`src/include/smb_status_map.vh`:
```
// Constants for the SMBus slave status-read block
// Assumes inclusion by bare name from design files
`ifndef SMB_STATUS_MAP_VH
`define SMB_STATUS_MAP_VH
`define REG_RESERVED_SLOT 8'h00
`define REG_SLEEP_STATE_REPORT 8'h01
`define REG_STRAP_READBACK 8'h02
`define REG_WATCHDOG_COUNT_READBACK 8'h03
`define REG_EVENT_FLAGS 8'h04
`define EVT_INTRUSION_BIT 0
`define EVT_THERMAL_BIT 1
`define EVT_BOOT_FAIL_BIT 2
`define EVT_SECOND_EXPIRY_BIT 3
`define EVT_ALERT_BIT 7
`define SLEEP_S0 3'h0
`define SLEEP_S1 3'h1
`define SLEEP_S3 3'h3
`define SLEEP_S4 3'h4
`define SLEEP_S5 3'h5
`define MASTER_HOLDOFF_MS 1000
`define SLAVE_ADDR_RESET 7'h44
`endif

```
`src/hw/sync2.v`:
```
// Two-flop synchroniser for one pin level
// Assumes async active-high reset, input from another domain
`timescale 1ns/100ps
`default_nettype none
module sync2 (
    input wire ref_clk,
    input wire rst,
    input wire d,
    output wire q
);
    reg meta_reg;
    reg sync_reg;
    // First flop read only by the second
    always @(posedge ref_clk or posedge rst) begin
        if (rst) begin
            meta_reg <= 1'b0;
            sync_reg <= 1'b0;
        end else begin
            meta_reg <= d;
            sync_reg <= meta_reg;
        end
    end
    assign q = sync_reg;
endmodule
`default_nettype wire

```
`src/hw/status_mux.v`:
```
// Assembles the status byte for a register selector
// Assumes synchronised status inputs on ref_clk
`timescale 1ns/100ps
`default_nettype none
`include "smb_status_map.vh"
module status_mux (
    input wire [7:0] sel,
    input wire [2:0] sleep_state,
    input wire [3:0] freq_strap,
    input wire [5:0] watchdog_count,
    input wire cover_intrusion_flag,
    input wire thermal_alarm_active,
    input wire boot_failed,
    input wire first_expiry_flag,
    input wire second_expiry_flag,
    input wire alert_level,
    input wire input_polarity_select,
    output reg [7:0] status_byte
);
    // Reserved sleep codes read as zero
    function [2:0] legal_sleep;
        input [2:0] s;
        begin
            case (s)
                `SLEEP_S0, `SLEEP_S1, `SLEEP_S3, `SLEEP_S4, `SLEEP_S5: legal_sleep = s;
                default: legal_sleep = 3'h0;
            endcase
        end
    endfunction
    // Register selection, reserved fields zero
    always @* begin
        status_byte = 8'h00;
        case (sel)
            `REG_SLEEP_STATE_REPORT: begin
                status_byte[2:0] = legal_sleep(sleep_state);
            end
            `REG_STRAP_READBACK: begin
                status_byte[3:0] = freq_strap;
            end
            `REG_WATCHDOG_COUNT_READBACK: begin
                status_byte[5:0] = watchdog_count;
            end
            `REG_EVENT_FLAGS: begin
                status_byte[`EVT_INTRUSION_BIT] = cover_intrusion_flag;
                status_byte[`EVT_THERMAL_BIT] = thermal_alarm_active;
                status_byte[`EVT_BOOT_FAIL_BIT] = boot_failed;
                status_byte[`EVT_SECOND_EXPIRY_BIT] = first_expiry_flag & second_expiry_flag;
                status_byte[`EVT_ALERT_BIT] = input_polarity_select ? alert_level : ~alert_level;
            end
            default: begin
                status_byte = 8'h00;
            end
        endcase
    end
endmodule
`default_nettype wire

```
`src/hw/smbus_slave_status_read.v`:
```
// SMBus slave byte-read engine returning one status byte
// Assumes scl/sda pins sampled on ref_clk (50 MHz), open-drain sda
`timescale 1ns/100ps
`default_nettype none
`include "smb_status_map.vh"
module smbus_slave_status_read (
    input wire ref_clk,
    input wire rst,
    input wire scl_in,
    input wire sda_in,
    output wire sda_out,
    output wire sda_oe,
    input wire [6:0] recv_slave_addr,
    input wire [2:0] sleep_state,
    input wire [3:0] freq_strap,
    input wire [5:0] watchdog_count,
    input wire cover_intrusion_flag,
    input wire thermal_alarm_input,
    input wire thermal_polarity_select,
    input wire boot_failed,
    input wire first_expiry_flag,
    input wire second_expiry_flag,
    input wire alert_input_pin,
    input wire input_polarity_select,
    output reg [7:0] command_sel,
    output reg busy
);
    // One-hot states
    localparam [6:0] ST_IDLE = 7'h01;
    localparam [6:0] ST_ADDR = 7'h02;
    localparam [6:0] ST_ACK = 7'h04;
    localparam [6:0] ST_CMD = 7'h08;
    localparam [6:0] ST_WAIT_RS = 7'h10;
    localparam [6:0] ST_DATA = 7'h20;
    localparam [6:0] ST_MACK = 7'h40;

    wire scl_s;
    wire sda_s;
    wire alert_s;
    wire thermal_alarm_input_s;
    reg scl_d_reg;
    reg sda_d_reg;
    reg [6:0] state_reg;
    reg [6:0] state_next;
    reg [3:0] bit_cnt_reg;
    reg [3:0] bit_cnt_next;
    reg [7:0] shift_reg;
    reg [7:0] shift_next;
    reg [7:0] cmd_next;
    reg second_addr_reg;
    reg second_addr_next;
    reg drive_low_reg;
    reg drive_low_next;
    reg [7:0] tx_reg;
    reg [7:0] tx_next;
    wire [7:0] status_byte;

    // Pin synchronisers
    sync2 u_sync_scl (.ref_clk(ref_clk), .rst(rst), .d(scl_in), .q(scl_s));
    sync2 u_sync_sda (.ref_clk(ref_clk), .rst(rst), .d(sda_in), .q(sda_s));
    sync2 u_sync_alert (.ref_clk(ref_clk), .rst(rst), .d(alert_input_pin), .q(alert_s));
    sync2 u_sync_thermal_alarm_input (.ref_clk(ref_clk), .rst(rst), .d(thermal_alarm_input), .q(thermal_alarm_input_s));

    // Status byte selection
    status_mux u_mux (
        .sel(command_sel),
        .sleep_state(sleep_state),
        .freq_strap(freq_strap),
        .watchdog_count(watchdog_count),
        .cover_intrusion_flag(cover_intrusion_flag),
        .thermal_alarm_active(thermal_alarm_input_s ^ thermal_polarity_select),
        .boot_failed(boot_failed),
        .first_expiry_flag(first_expiry_flag),
        .second_expiry_flag(second_expiry_flag),
        .alert_level(alert_s),
        .input_polarity_select(input_polarity_select),
        .status_byte(status_byte)
    );

    // Bus edge and condition detection
    wire scl_rise = scl_s & ~scl_d_reg;
    wire scl_fall = ~scl_s & scl_d_reg;
    wire start_det = scl_s & scl_d_reg & sda_d_reg & ~sda_s;
    wire stop_det = scl_s & scl_d_reg & ~sda_d_reg & sda_s;

    // Open-drain data pin, only ever pulled low
    assign sda_out = 1'b0;
    assign sda_oe = drive_low_reg;

    // Next-state logic
    always @* begin
        state_next = state_reg;
        bit_cnt_next = bit_cnt_reg;
        shift_next = shift_reg;
        cmd_next = command_sel;
        second_addr_next = second_addr_reg;
        drive_low_next = drive_low_reg;
        tx_next = tx_reg;
        if (stop_det) begin
            state_next = ST_IDLE;
            drive_low_next = 1'b0;
        end else if (start_det) begin
            // Start or repeated start
            state_next = ST_ADDR;
            bit_cnt_next = 4'h0;
            second_addr_next = (state_reg == ST_WAIT_RS);
            drive_low_next = 1'b0;
        end else begin
            case (state_reg)
                ST_IDLE: begin
                    drive_low_next = 1'b0;
                end
                ST_ADDR: begin
                    if (scl_rise) begin
                        shift_next = {shift_reg[6:0], sda_s};
                        bit_cnt_next = bit_cnt_reg + 4'h1;
                    end
                    if (scl_fall && bit_cnt_reg == 4'h8) begin
                        // Direction bit ignored, address alone decides
                        if (shift_reg[7:1] == recv_slave_addr) begin
                            state_next = ST_ACK;
                            drive_low_next = 1'b1;
                        end else begin
                            state_next = ST_IDLE;
                        end
                    end
                end
                ST_ACK: begin
                    if (scl_fall) begin
                        bit_cnt_next = 4'h0;
                        if (second_addr_reg) begin
                            // Sample the byte once at data phase start
                            tx_next = {status_byte[6:0], 1'b0};
                            drive_low_next = ~status_byte[7];
                            state_next = ST_DATA;
                        end else begin
                            drive_low_next = 1'b0;
                            state_next = ST_CMD;
                        end
                    end
                end
                ST_CMD: begin
                    if (scl_rise) begin
                        shift_next = {shift_reg[6:0], sda_s};
                        bit_cnt_next = bit_cnt_reg + 4'h1;
                    end
                    if (scl_fall && bit_cnt_reg == 4'h8) begin
                        cmd_next = shift_reg;
                        drive_low_next = 1'b1;
                        state_next = ST_WAIT_RS;
                    end
                end
                ST_WAIT_RS: begin
                    if (scl_fall) begin
                        drive_low_next = 1'b0;
                    end
                end
                ST_DATA: begin
                    if (scl_fall) begin
                        bit_cnt_next = bit_cnt_reg + 4'h1;
                        if (bit_cnt_reg == 4'h7) begin
                            drive_low_next = 1'b0;
                            state_next = ST_MACK;
                        end else begin
                            // MSB first shifting
                            drive_low_next = ~tx_reg[7];
                            tx_next = {tx_reg[6:0], 1'b0};
                        end
                    end
                end
                ST_MACK: begin
                    // Falling SCL at the end of the master ack slot ends the cycle, ack or nack
                    if (scl_fall) begin
                        state_next = ST_IDLE;
                    end
                end
                default: begin
                    state_next = ST_IDLE;
                    drive_low_next = 1'b0;
                end
            endcase
        end
    end

    // State registers
    always @(posedge ref_clk or posedge rst) begin
        if (rst) begin
            state_reg <= ST_IDLE;
            bit_cnt_reg <= 4'h0;
            shift_reg <= 8'h00;
            command_sel <= 8'h00;
            second_addr_reg <= 1'b0;
            drive_low_reg <= 1'b0;
            tx_reg <= 8'h00;
            scl_d_reg <= 1'b1;
            sda_d_reg <= 1'b1;
            busy <= 1'b0;
        end else begin
            state_reg <= state_next;
            bit_cnt_reg <= bit_cnt_next;
            shift_reg <= shift_next;
            command_sel <= cmd_next;
            second_addr_reg <= second_addr_next;
            drive_low_reg <= drive_low_next;
            tx_reg <= tx_next;
            scl_d_reg <= scl_s;
            sda_d_reg <= sda_s;
            busy <= (state_next != ST_IDLE);
        end
    end
endmodule
`default_nettype wire

```
`config.mk`:
```
export PLATFORM = sky130hd
export DESIGN_NAME = smbus_slave_status_read
export DESIGN_NICKNAME = d
export VERILOG_FILES = /design/src/hw/sync2.v /design/src/hw/status_mux.v /design/src/hw/smbus_slave_status_read.v
export VERILOG_INCLUDE_DIRS = /design/src /design/src/include
export SDC_FILE = /design/constraint.sdc
export NUM_CORES = 1
export LEC_CHECK = 0
export BUFFER_PORTS_ARGS = -buffer_cell sky130_fd_sc_hd__buf_2
export CAP_MARGIN = 20
export CORE_AREA = 5 5 73 75
export CTS_BUF_LIST = sky130_fd_sc_hd__clkbuf_2 sky130_fd_sc_hd__clkbuf_4 sky130_fd_sc_hd__clkbuf_8
export DETAILED_ROUTE_END_ITERATION = 12
export DIE_AREA = 0 0 78 80
export PLACE_DENSITY_LB_ADDON = 0.1
export RECOVER_POWER = 100
export SLEW_MARGIN = 25
export SYNTH_ARGS = -nofsm -noshare
export SYNTH_HDL_FRONTEND = slang
export SYNTH_SLANG_ARGS = --single-unit
export TNS_END_PERCENT = 50
```
`constraint.sdc`:
```
create_clock -name ref_clk -period 5.83 [get_ports ref_clk]
set_input_delay 0.583 -clock ref_clk [delete_from_list [all_inputs] [get_ports ref_clk]]
set_output_delay 0.583 -clock ref_clk [all_outputs]
set_load 0.01 [all_outputs]
```
==> results.cfg, run 1 <==
[clock_tree]
ctsResizeCount = 0
cts_max_level = 2
cts_root_buf = clkbuf_8
clk_pin_slew_worst_paths_ps = 90
postCtsHoldBufs = 0
post_cts_buffers = 0
worstSkewPairLatency_ps = 300
numCtsBuffers = 5
cts_sinks = 47
tritoncts = yes
clk_path_buf_depth = 2

[critical_path]
crit_path_top_delay_cell = nor4_1
path_cells = nor4_1 -> and4_1 -> o21ai_0 -> clkbuf_1 -> mux2_1
crit_path_end_kind = flip-flop
ff2ff_path_depth = 5
startpoint_type = flip-flop
crit_fanout = 13
slowest_delay_ps = 1000
crit_required_ps = 6010
path_class = flip-flop to flip-flop
worstPathArrival_ps = 2860

[sta]
fin_skew_ps = 9.45
fin_setup_tns_ps = 0
max_slew_margin_pct = -34.0
finalCritPeriodShare_pct = 45.9
finalHoldViolCount = 0
timing.final.crit_period_ps = 2680
fin_ws_ps = 3150
rsz0062_at_grt = no
setup_viol = 0
drv_slew = 48
tightest_slew_ps = 2000
fmax_mhz = 374

[min_path]
whs_path_depth = 0
hold_path_class = flip-flop to flip-flop

[detailed_routing]
drt_iter0_drc = 149
ant_nets = 0
wl_per_cell_um = 15.9
via_per_inst = 5.75
drc_errors = 0
num_vias = 1868
drt_first_pass_iters = 4
routed_wl_um = 5150

[global_routing]
gr-total-overflow = 0
antenna_found_initial = 0
grt_usage_pct = 17.5
grt_max_degree = 48
grt_pass1_wl_um = 8710
grt_pass1_vias = 1892

[yosys]
synthDistinctLibCells = 62
synthCells = 226
ys_ff_latch = 47
synth_edf_count = 0
yosys.area.top_type_share_pct = 45.5
synth_area_um2 = 2420
syn_area_per_cell_um2 = 10.7
synth_top_cell_by_area = dfrtp_1
yosysMostFrequentCell = dfrtp_1
ys.flop_type = dfrtp_1
yosysSeqAreaShare_pct = 48.7
synth_common_cells = 44 x dfrtp_1, 25 x nand2_1, 15 x mux2_2, 14 x nor2_1, 11 x o21ai_0
synth_area_leaders = dfrtp_1 45%, mux2_2 7.0%, nand2_1 3.9%
ys_warn_count = 0
syn_nets = 260
async_flop_share_pct = 100

[placed_design]
gp_congestion = 0.830
io_buffers = 41
pre_cts_ws_ps = 3690
hpwl_um = 3950
postPlaceCellArea_um2 = 2680

[floorplan]
rows = 25
die_w_um = 78
start_util_pct = 52.7
core_area_um2 = 4600
pin_count = 43
die_h_um = 80
die-area_um2 = 6240

[run_status]
status = finished with violations
failed_checks = max-capacitance violations, max-slew violations

[layout]
area_delta_synth_final_pct = 13.2
fin_nets = 304
layout-drive-gt1-share_pct = 23.6
seq_area_um2 = 1180
fill_cells = 401
final_cell_area_um2 = 2740
multi_input_area_um2 = 1160
antennaDiodeCount = 0

[job]
drv_cap = 1

[power]
p_per_area_nw_per_um2 = 221
ir_drop_v = 0.000161
p_leak_nw = 1.22
-- kinds of logic after synthesis --
group | share of synthesized area (%)
other | 0.155
AND/OR/NAND/NOR | 20.7
AO/OA/AOI/OAI | 13.5
buffers and inverters | 1.81
adder cells (fa/ha/maj) | 1.03
XOR/XNOR | 5.43
flip-flops | 48.7
multiplexers | 8.68
-- critical path, delay by kind of cell, from the launching register on --
kind,cells,cell delay [ps]
buf+inv,1,280
mux,1,360
flops,1,450
compound gates,1,110
simple gates,2,1370
-- cell type report --
cell class	count	share of cell area, %
sequential	47	43.0
multi-input combinational	169	42.5
timing repair buffer	42	7.12
clock buffer	6	2.78
tap	54	2.46
clock inverter	2	1.37
inverter	5	0.730
-- metal layers --
layer / GRT usage, % / wire length (um) / vias up
met5: 0 / 0 / -
met4: 5.24 / 56 / 0
met3: 4.51 / 232 / 6
met2: 29.1 / 2500 / 37
met1: 22.3 / 2360 / 914
li1: - / - / 911
-- final timing paths --
kind	startpoint	slack [ps]	to
max	state_reg[3]	3150	tx_reg[3]
min	u_sync_thermal_alarm_input.meta_reg	360	u_sync_thermal_alarm_input.q
max reg2reg	state_reg[3]	3150	tx_reg[3]
min reg2reg	u_sync_thermal_alarm_input.meta_reg	360	u_sync_thermal_alarm_input.q
max in group asynchronous	rst	4150	command_sel[3]
min in group asynchronous	rst	770	command_sel[4]
-- power breakdown --
group          switching [W]  internal [W]  leakage (nW)
Clock               0.000107      0.000133        0.0548
Combinational      0.0000176     0.0000142         0.566
Sequential        0.00000322      0.000331         0.596
-- layout by cell type, fill, tap and decap left out, types with 2 or more instances in the layout --
master	instances
xor2_1	5
ha_1	2
dfstp_2	3
dfrtp_1	44
xnor2_1	10
o21ai_0	13
o211ai_1	3
o22ai_1	3
o22a_1	3
nor2b_1	5
a21oi_1	9
mux2i_1	3
nor3b_1	2
nor4_1	2
clkbuf_1	12
mux2_1	2
o31ai_1	2
and3_1	4
mux2_2	14
nor2_1	15
inv_1	4
nand3_1	6
buf_2	30
nand2b_1	3
nand2_1	25
a31oi_1	2
a32oi_1	2
nor3_1	3
clkbuf_8	5
nand4b_1	4
-- stage by stage --
step,hold WS (ps),utilization (%),total power [W],instances
2_1_floorplan,331,-,0.000358,226
3_3_place_gp,333,58.2,0.000373,317
3_5_place_dp,336,58.2,0.000374,317
4_1_cts,359,60.7,0.000613,325
5_1_grt,363,59.6,0.000630,325
6_report,355,59.6,0.000605,325
(Power assumes the default switching activity.)
==> inputs of run 2 (changes only) <==
- CORE_AREA: 5 5 73 75 -> 5 5 75 77
- DIE_AREA: 0 0 78 80 -> 0 0 80 82
- clock period: 5.83 -> 2.4 ns (I/O delays scaled with it)
==> results.cfg, run 2 (synthesis gave the netlist of run 1 again) <==
[placed_design]
hpwl_um = 3900
gp_congestion = 0.883
io_buffers = 41

[critical_path]
startpoint_type = flip-flop
crit_required_ps = 2610
path_cells = nand2b_1 -> or3_1 -> nor2_1 -> mux2_2
crit_path_end_kind = flip-flop
cp_top_family = simple AND/OR/NAND/NOR gates
path_class = flip-flop to flip-flop
worst-path-buf-inv = 0
crit_path_top_delay_cell = nor2_1
worstPathArrival_ps = 2420
crit_fanout = 8
slowest_delay_ps = 580

[sta]
fin_setup_tns_ps = 0
drv_slew = 0
timing.final.crit_period_ps = 2220
fmax_mhz = 451
finalCritPeriodShare_pct = 92.5
setup_viol = 0
tightest_slew_ps = 701
fin_skew_ps = 4.36
max_slew_margin_pct = 52.8
finalHoldViolCount = 0
rsz0062_at_grt = no
hold_slack_ps = 26.8

[clock_tree]
numCtsBuffers = 5
clk_path_buf_depth = 2
tritoncts = yes
worstSkewPairLatency_ps = 310
cts_root_buf = clkbuf_8
cts_max_level = 2
cts_sinks = 47
post_cts_buffers = 0
clk_pin_slew_worst_paths_ps = 100

[detailed_routing]
num_vias = 1877
drt_first_pass_iters = 4
via_per_inst = 5.38
drc_errors = 0
routed_wl_um = 5190
wl_per_cell_um = 14.9
ant_nets = 0
drt_iter0_drc = 93

[power]
ir_drop_v = 0.000469
p_total_w = 0.00143
p_leak_nw = 1.26
p_per_area_nw_per_um2 = 508

[run_status]
status = complete, no violations

[layout]
seq_area_um2 = 1180
layout-drive-gt1-share_pct = 25.8
area_delta_synth_final_pct = 16.6
mostFrequentLayoutCells = 44 x dfrtp_1, 32 x buf_2, 25 x nand2_1
layout_commonest_cell = dfrtp_1
fin_nets = 312
antennaDiodeCount = 0
fill_cells = 445
multi_input_area_um2 = 1200

[global_routing]
grt_max_degree = 28
gr-total-overflow = 0
grt_pass1_wl_um = 8750
antenna_found_initial = 0
grt_usage_pct = 17.4
grt_pass1_vias = 1814

[min_path]
hold_path_class = input port to flip-flop

[floorplan]
pin_count = 43
core_area_um2 = 4940
rows = 26
die_w_um = 80
start_util_pct = 49.0
die-area_um2 = 6560
die_h_um = 82

[job]
drv_cap = 0
-- run 2: cell types whose count changed in the layout (fill, tap and decap cells not counted), sizes merged --
cell and change:
inv +4, buf +3, clkbuf +3, dlygate4sd3 +1, bufinv -1, clkinvlp -2
-- run 2: final cells by class --
type / instances / area share (%)
Sequential cell: 47 / 41.8
Inverter: 5 / 0.665
Multi-Input combinational cell: 169 / 42.4
Tap cell: 70 / 3.10
Timing Repair Buffer: 50 / 8.51
Clock inverter: 3 / 1.11
Clock buffer: 5 / 2.44
-- run 2: routing by layer --
layer  wire length (um)  up-vias  share of wire (%)  GRT usage, %
li1                   -      928                  -             -
met4                 71        0                1.4          5.07
met1               2470      898                 48          23.7
met2               2390       44                 46          27.8
met3                256        7                4.9          3.95
met5                  0        -                  0             0
-- run 2: worst paths after layout --
kind                                startpoint               endpoint  slack, ps  cells past startpoint
hold / removal                 alert_input_pin  u_sync_alert.meta_reg         30                      1
max in group asynchronous                  rst        second_addr_reg       1040                      4
min in group asynchronous                  rst              tx_reg[7]        420                      3
hold reg to reg            u_sync_scl.meta_reg           u_sync_scl.q        360                      0
setup reg to reg                     scl_d_reg         command_sel[5]        180                      4
setup / recovery                     scl_d_reg         command_sel[5]        180                      4
-- run 2: per-stage QoR --
| step | cells | setup slack, ps | util [%] | area (um^2) |
|---|---|---|---|---|
| after CTS | 349 | 171 | 57.8 | 2860 |
| after global placement | 340 | 239 | 55.6 | 2750 |
| final | 349 | 181 | 57.1 | 2820 |
| after detailed placement | 340 | 179 | 55.6 | 2750 |
| after global routing | 349 | 44.5 | 57.1 | 2820 |
| after floorplan | 226 | 476 | - | 2420 |
-- run 2: repair_timing --
action,CTS,global route
endpoints found under the hold margin,7,0
hold buffers,1,0
endpoints found under the setup margin,0,3
gates resized for setup,0,1
-- run 2: report_power, final --
group          internal [W]  total [W]  switching [W]
clock              0.000224   0.000539       0.000315
combinational     0.0000379  0.0000818      0.0000439
sequential         0.000804   0.000813     0.00000882
==> inputs of run 3 (changes only) <==
==> constraint.sdc (replaced) <==
create_clock -name ref_clk -period 2.4 [get_ports ref_clk]
set_input_delay 0.36 -clock ref_clk [delete_from_list [all_inputs] [get_ports ref_clk]]
set_output_delay 0.36 -clock ref_clk [all_outputs]
set_load 0.01 [all_outputs]
==> results.cfg, run 3 (synthesis gave the netlist of run 1 again) <==
[layout]
final_util_pct = 56.6
layout_commonest_cell = dfrtp_1
fin_nets = 310
final_cell_area_um2 = 2800
area_delta_synth_final_pct = 15.6
antennaDiodeCount = 0
layout-drive-gt1-share_pct = 24.5
mostFrequentLayoutCells = 44 x dfrtp_1, 32 x buf_2, 25 x nand2_1

[floorplan]
rows = 26
die_h_um = 82
pin_count = 43
core_area_um2 = 4940
die_w_um = 80
die-area_um2 = 6560
start_util_pct = 49.0

[clock_tree]
postCtsHoldBufs = 0
post_cts_buffers = 0
worstSkewPairLatency_ps = 310
numCtsBuffers = 5
ctsResizeCount = 0
cts_sinks = 47
clk_path_buf_depth = 2
tritoncts = yes
cts_max_level = 2
cts_root_buf = clkbuf_8
clk_pin_slew_worst_paths_ps = 100

[sta]
fin_setup_tns_ps = 0
rsz0062_at_grt = no
fin_ws_ps = 178
finalCritPeriodShare_pct = 92.6
drv_slew = 0
max_slew_margin_pct = 23.6
tightest_slew_ps = 1150
setup_viol = 0
timing.final.crit_period_ps = 2220
fin_skew_ps = 6.84
finalHoldViolCount = 0
fmax_mhz = 450

[power]
p_per_area_nw_per_um2 = 507
seq_power_share_pct = 57.3
p_leak_nw = 1.25
internal_power_w = 0.00106
share_comb_of_total_power_pct = 5.6
ir_drop_v = 0.000426
p_switching_w = 0.000355
clockPowerShare_pct = 37.1
sw_frac_of_total_pct = 25.0

[critical_path]
crit_fanout = 8
crit_required_ps = 2590
worstPathArrival_ps = 2420
path_cells = nand2b_1 -> or3_1 -> nor2_1 -> mux2_2
startpoint_type = flip-flop
path_class = flip-flop to flip-flop
crit_path_top_delay_cell = nor2_1
crit_path_end_kind = flip-flop
slowest_delay_ps = 590

[global_routing]
grt_pass1_wl_um = 8870
grt_max_degree = 48
grt_usage_pct = 17.4
gr-total-overflow = 0
grt_pass1_vias = 1872
antenna_found_initial = 0

[detailed_routing]
drt_iter0_drc = 118
num_vias = 1865
ant_nets = 0
wl_per_cell_um = 15.1
drc_errors = 0
via_per_inst = 5.37
routed_wl_um = 5230
drt_first_pass_iters = 4

[run_status]
status = complete, no violations

[placed_design]
hpwl_um = 3910
gp_congestion = 0.861
pre_cts_ws_ps = 233
io_buffers = 41
postPlaceCellArea_um2 = 2740

[job]
drv_cap = 0

[min_path]
hold_path_class = input port to flip-flop
run 3: critical path, delay by kind of cell (launching register included):
family / cells / cell delay [ps]
AND/OR/NAND/NOR: 3 / 1130
multiplexers: 1 / 410
flip-flops: 1 / 570
run 3: layout make-up:
class	instances	area [um^2]
Fill cell	493	2150
Multi-Input combinational cell	169	1190
Sequential cell	47	1180
Timing Repair Buffer	48	225
Tap cell	70	87.6
Clock buffer	5	68.8
Clock inverter	3	31.3
Inverter	5	18.8
run 3: power groups by stage:
stage	clock [W]	combinational (W)	sequential [W]
floorplan	0	0.0000424	0.000826
global placement	0	0.0000821	0.000827
detailed placement	0	0.0000823	0.000828
CTS	0.000548	0.0000828	0.000813
global route	0.000590	0.0000898	0.000815
finish	0.000527	0.0000790	0.000813
run 3: path summary, 6_finish.rpt:
path	startpoint	end	slack, ps	cells after the start
worst max-delay path	scl_d_reg	command_sel[1]	180	4
worst min-delay path	sda_in	u_sync_sda.meta_reg	150	1
worst max register to register	scl_d_reg	command_sel[1]	180	4
worst min register to register	u_sync_scl.meta_reg	u_sync_scl.q	360	0
max in group asynchronous	rst	command_sel[0]	1290	3
min in group asynchronous	rst	second_addr_reg	410	3
run 3: metrics by stage:
step | hold WS, ps | total power [W] | cells
after global placement | 332 | 0.000910 | 339
after CTS | 142 | 0.00144 | 347
final | 151 | 0.00142 | 347
after floorplan | 331 | 0.000869 | 226
after global routing | 127 | 0.00149 | 347
after detailed placement | 337 | 0.000910 | 339
run 3: per-layer routing:
metal  vias up  share of wire, %  global-route usage (%)
li1        919                 -                       -
met1       895                46                    22.6
met2        43                48                    28.7
met3         8               5.2                    4.06
met4         0               1.5                    6.08
met5         -                 0                       0
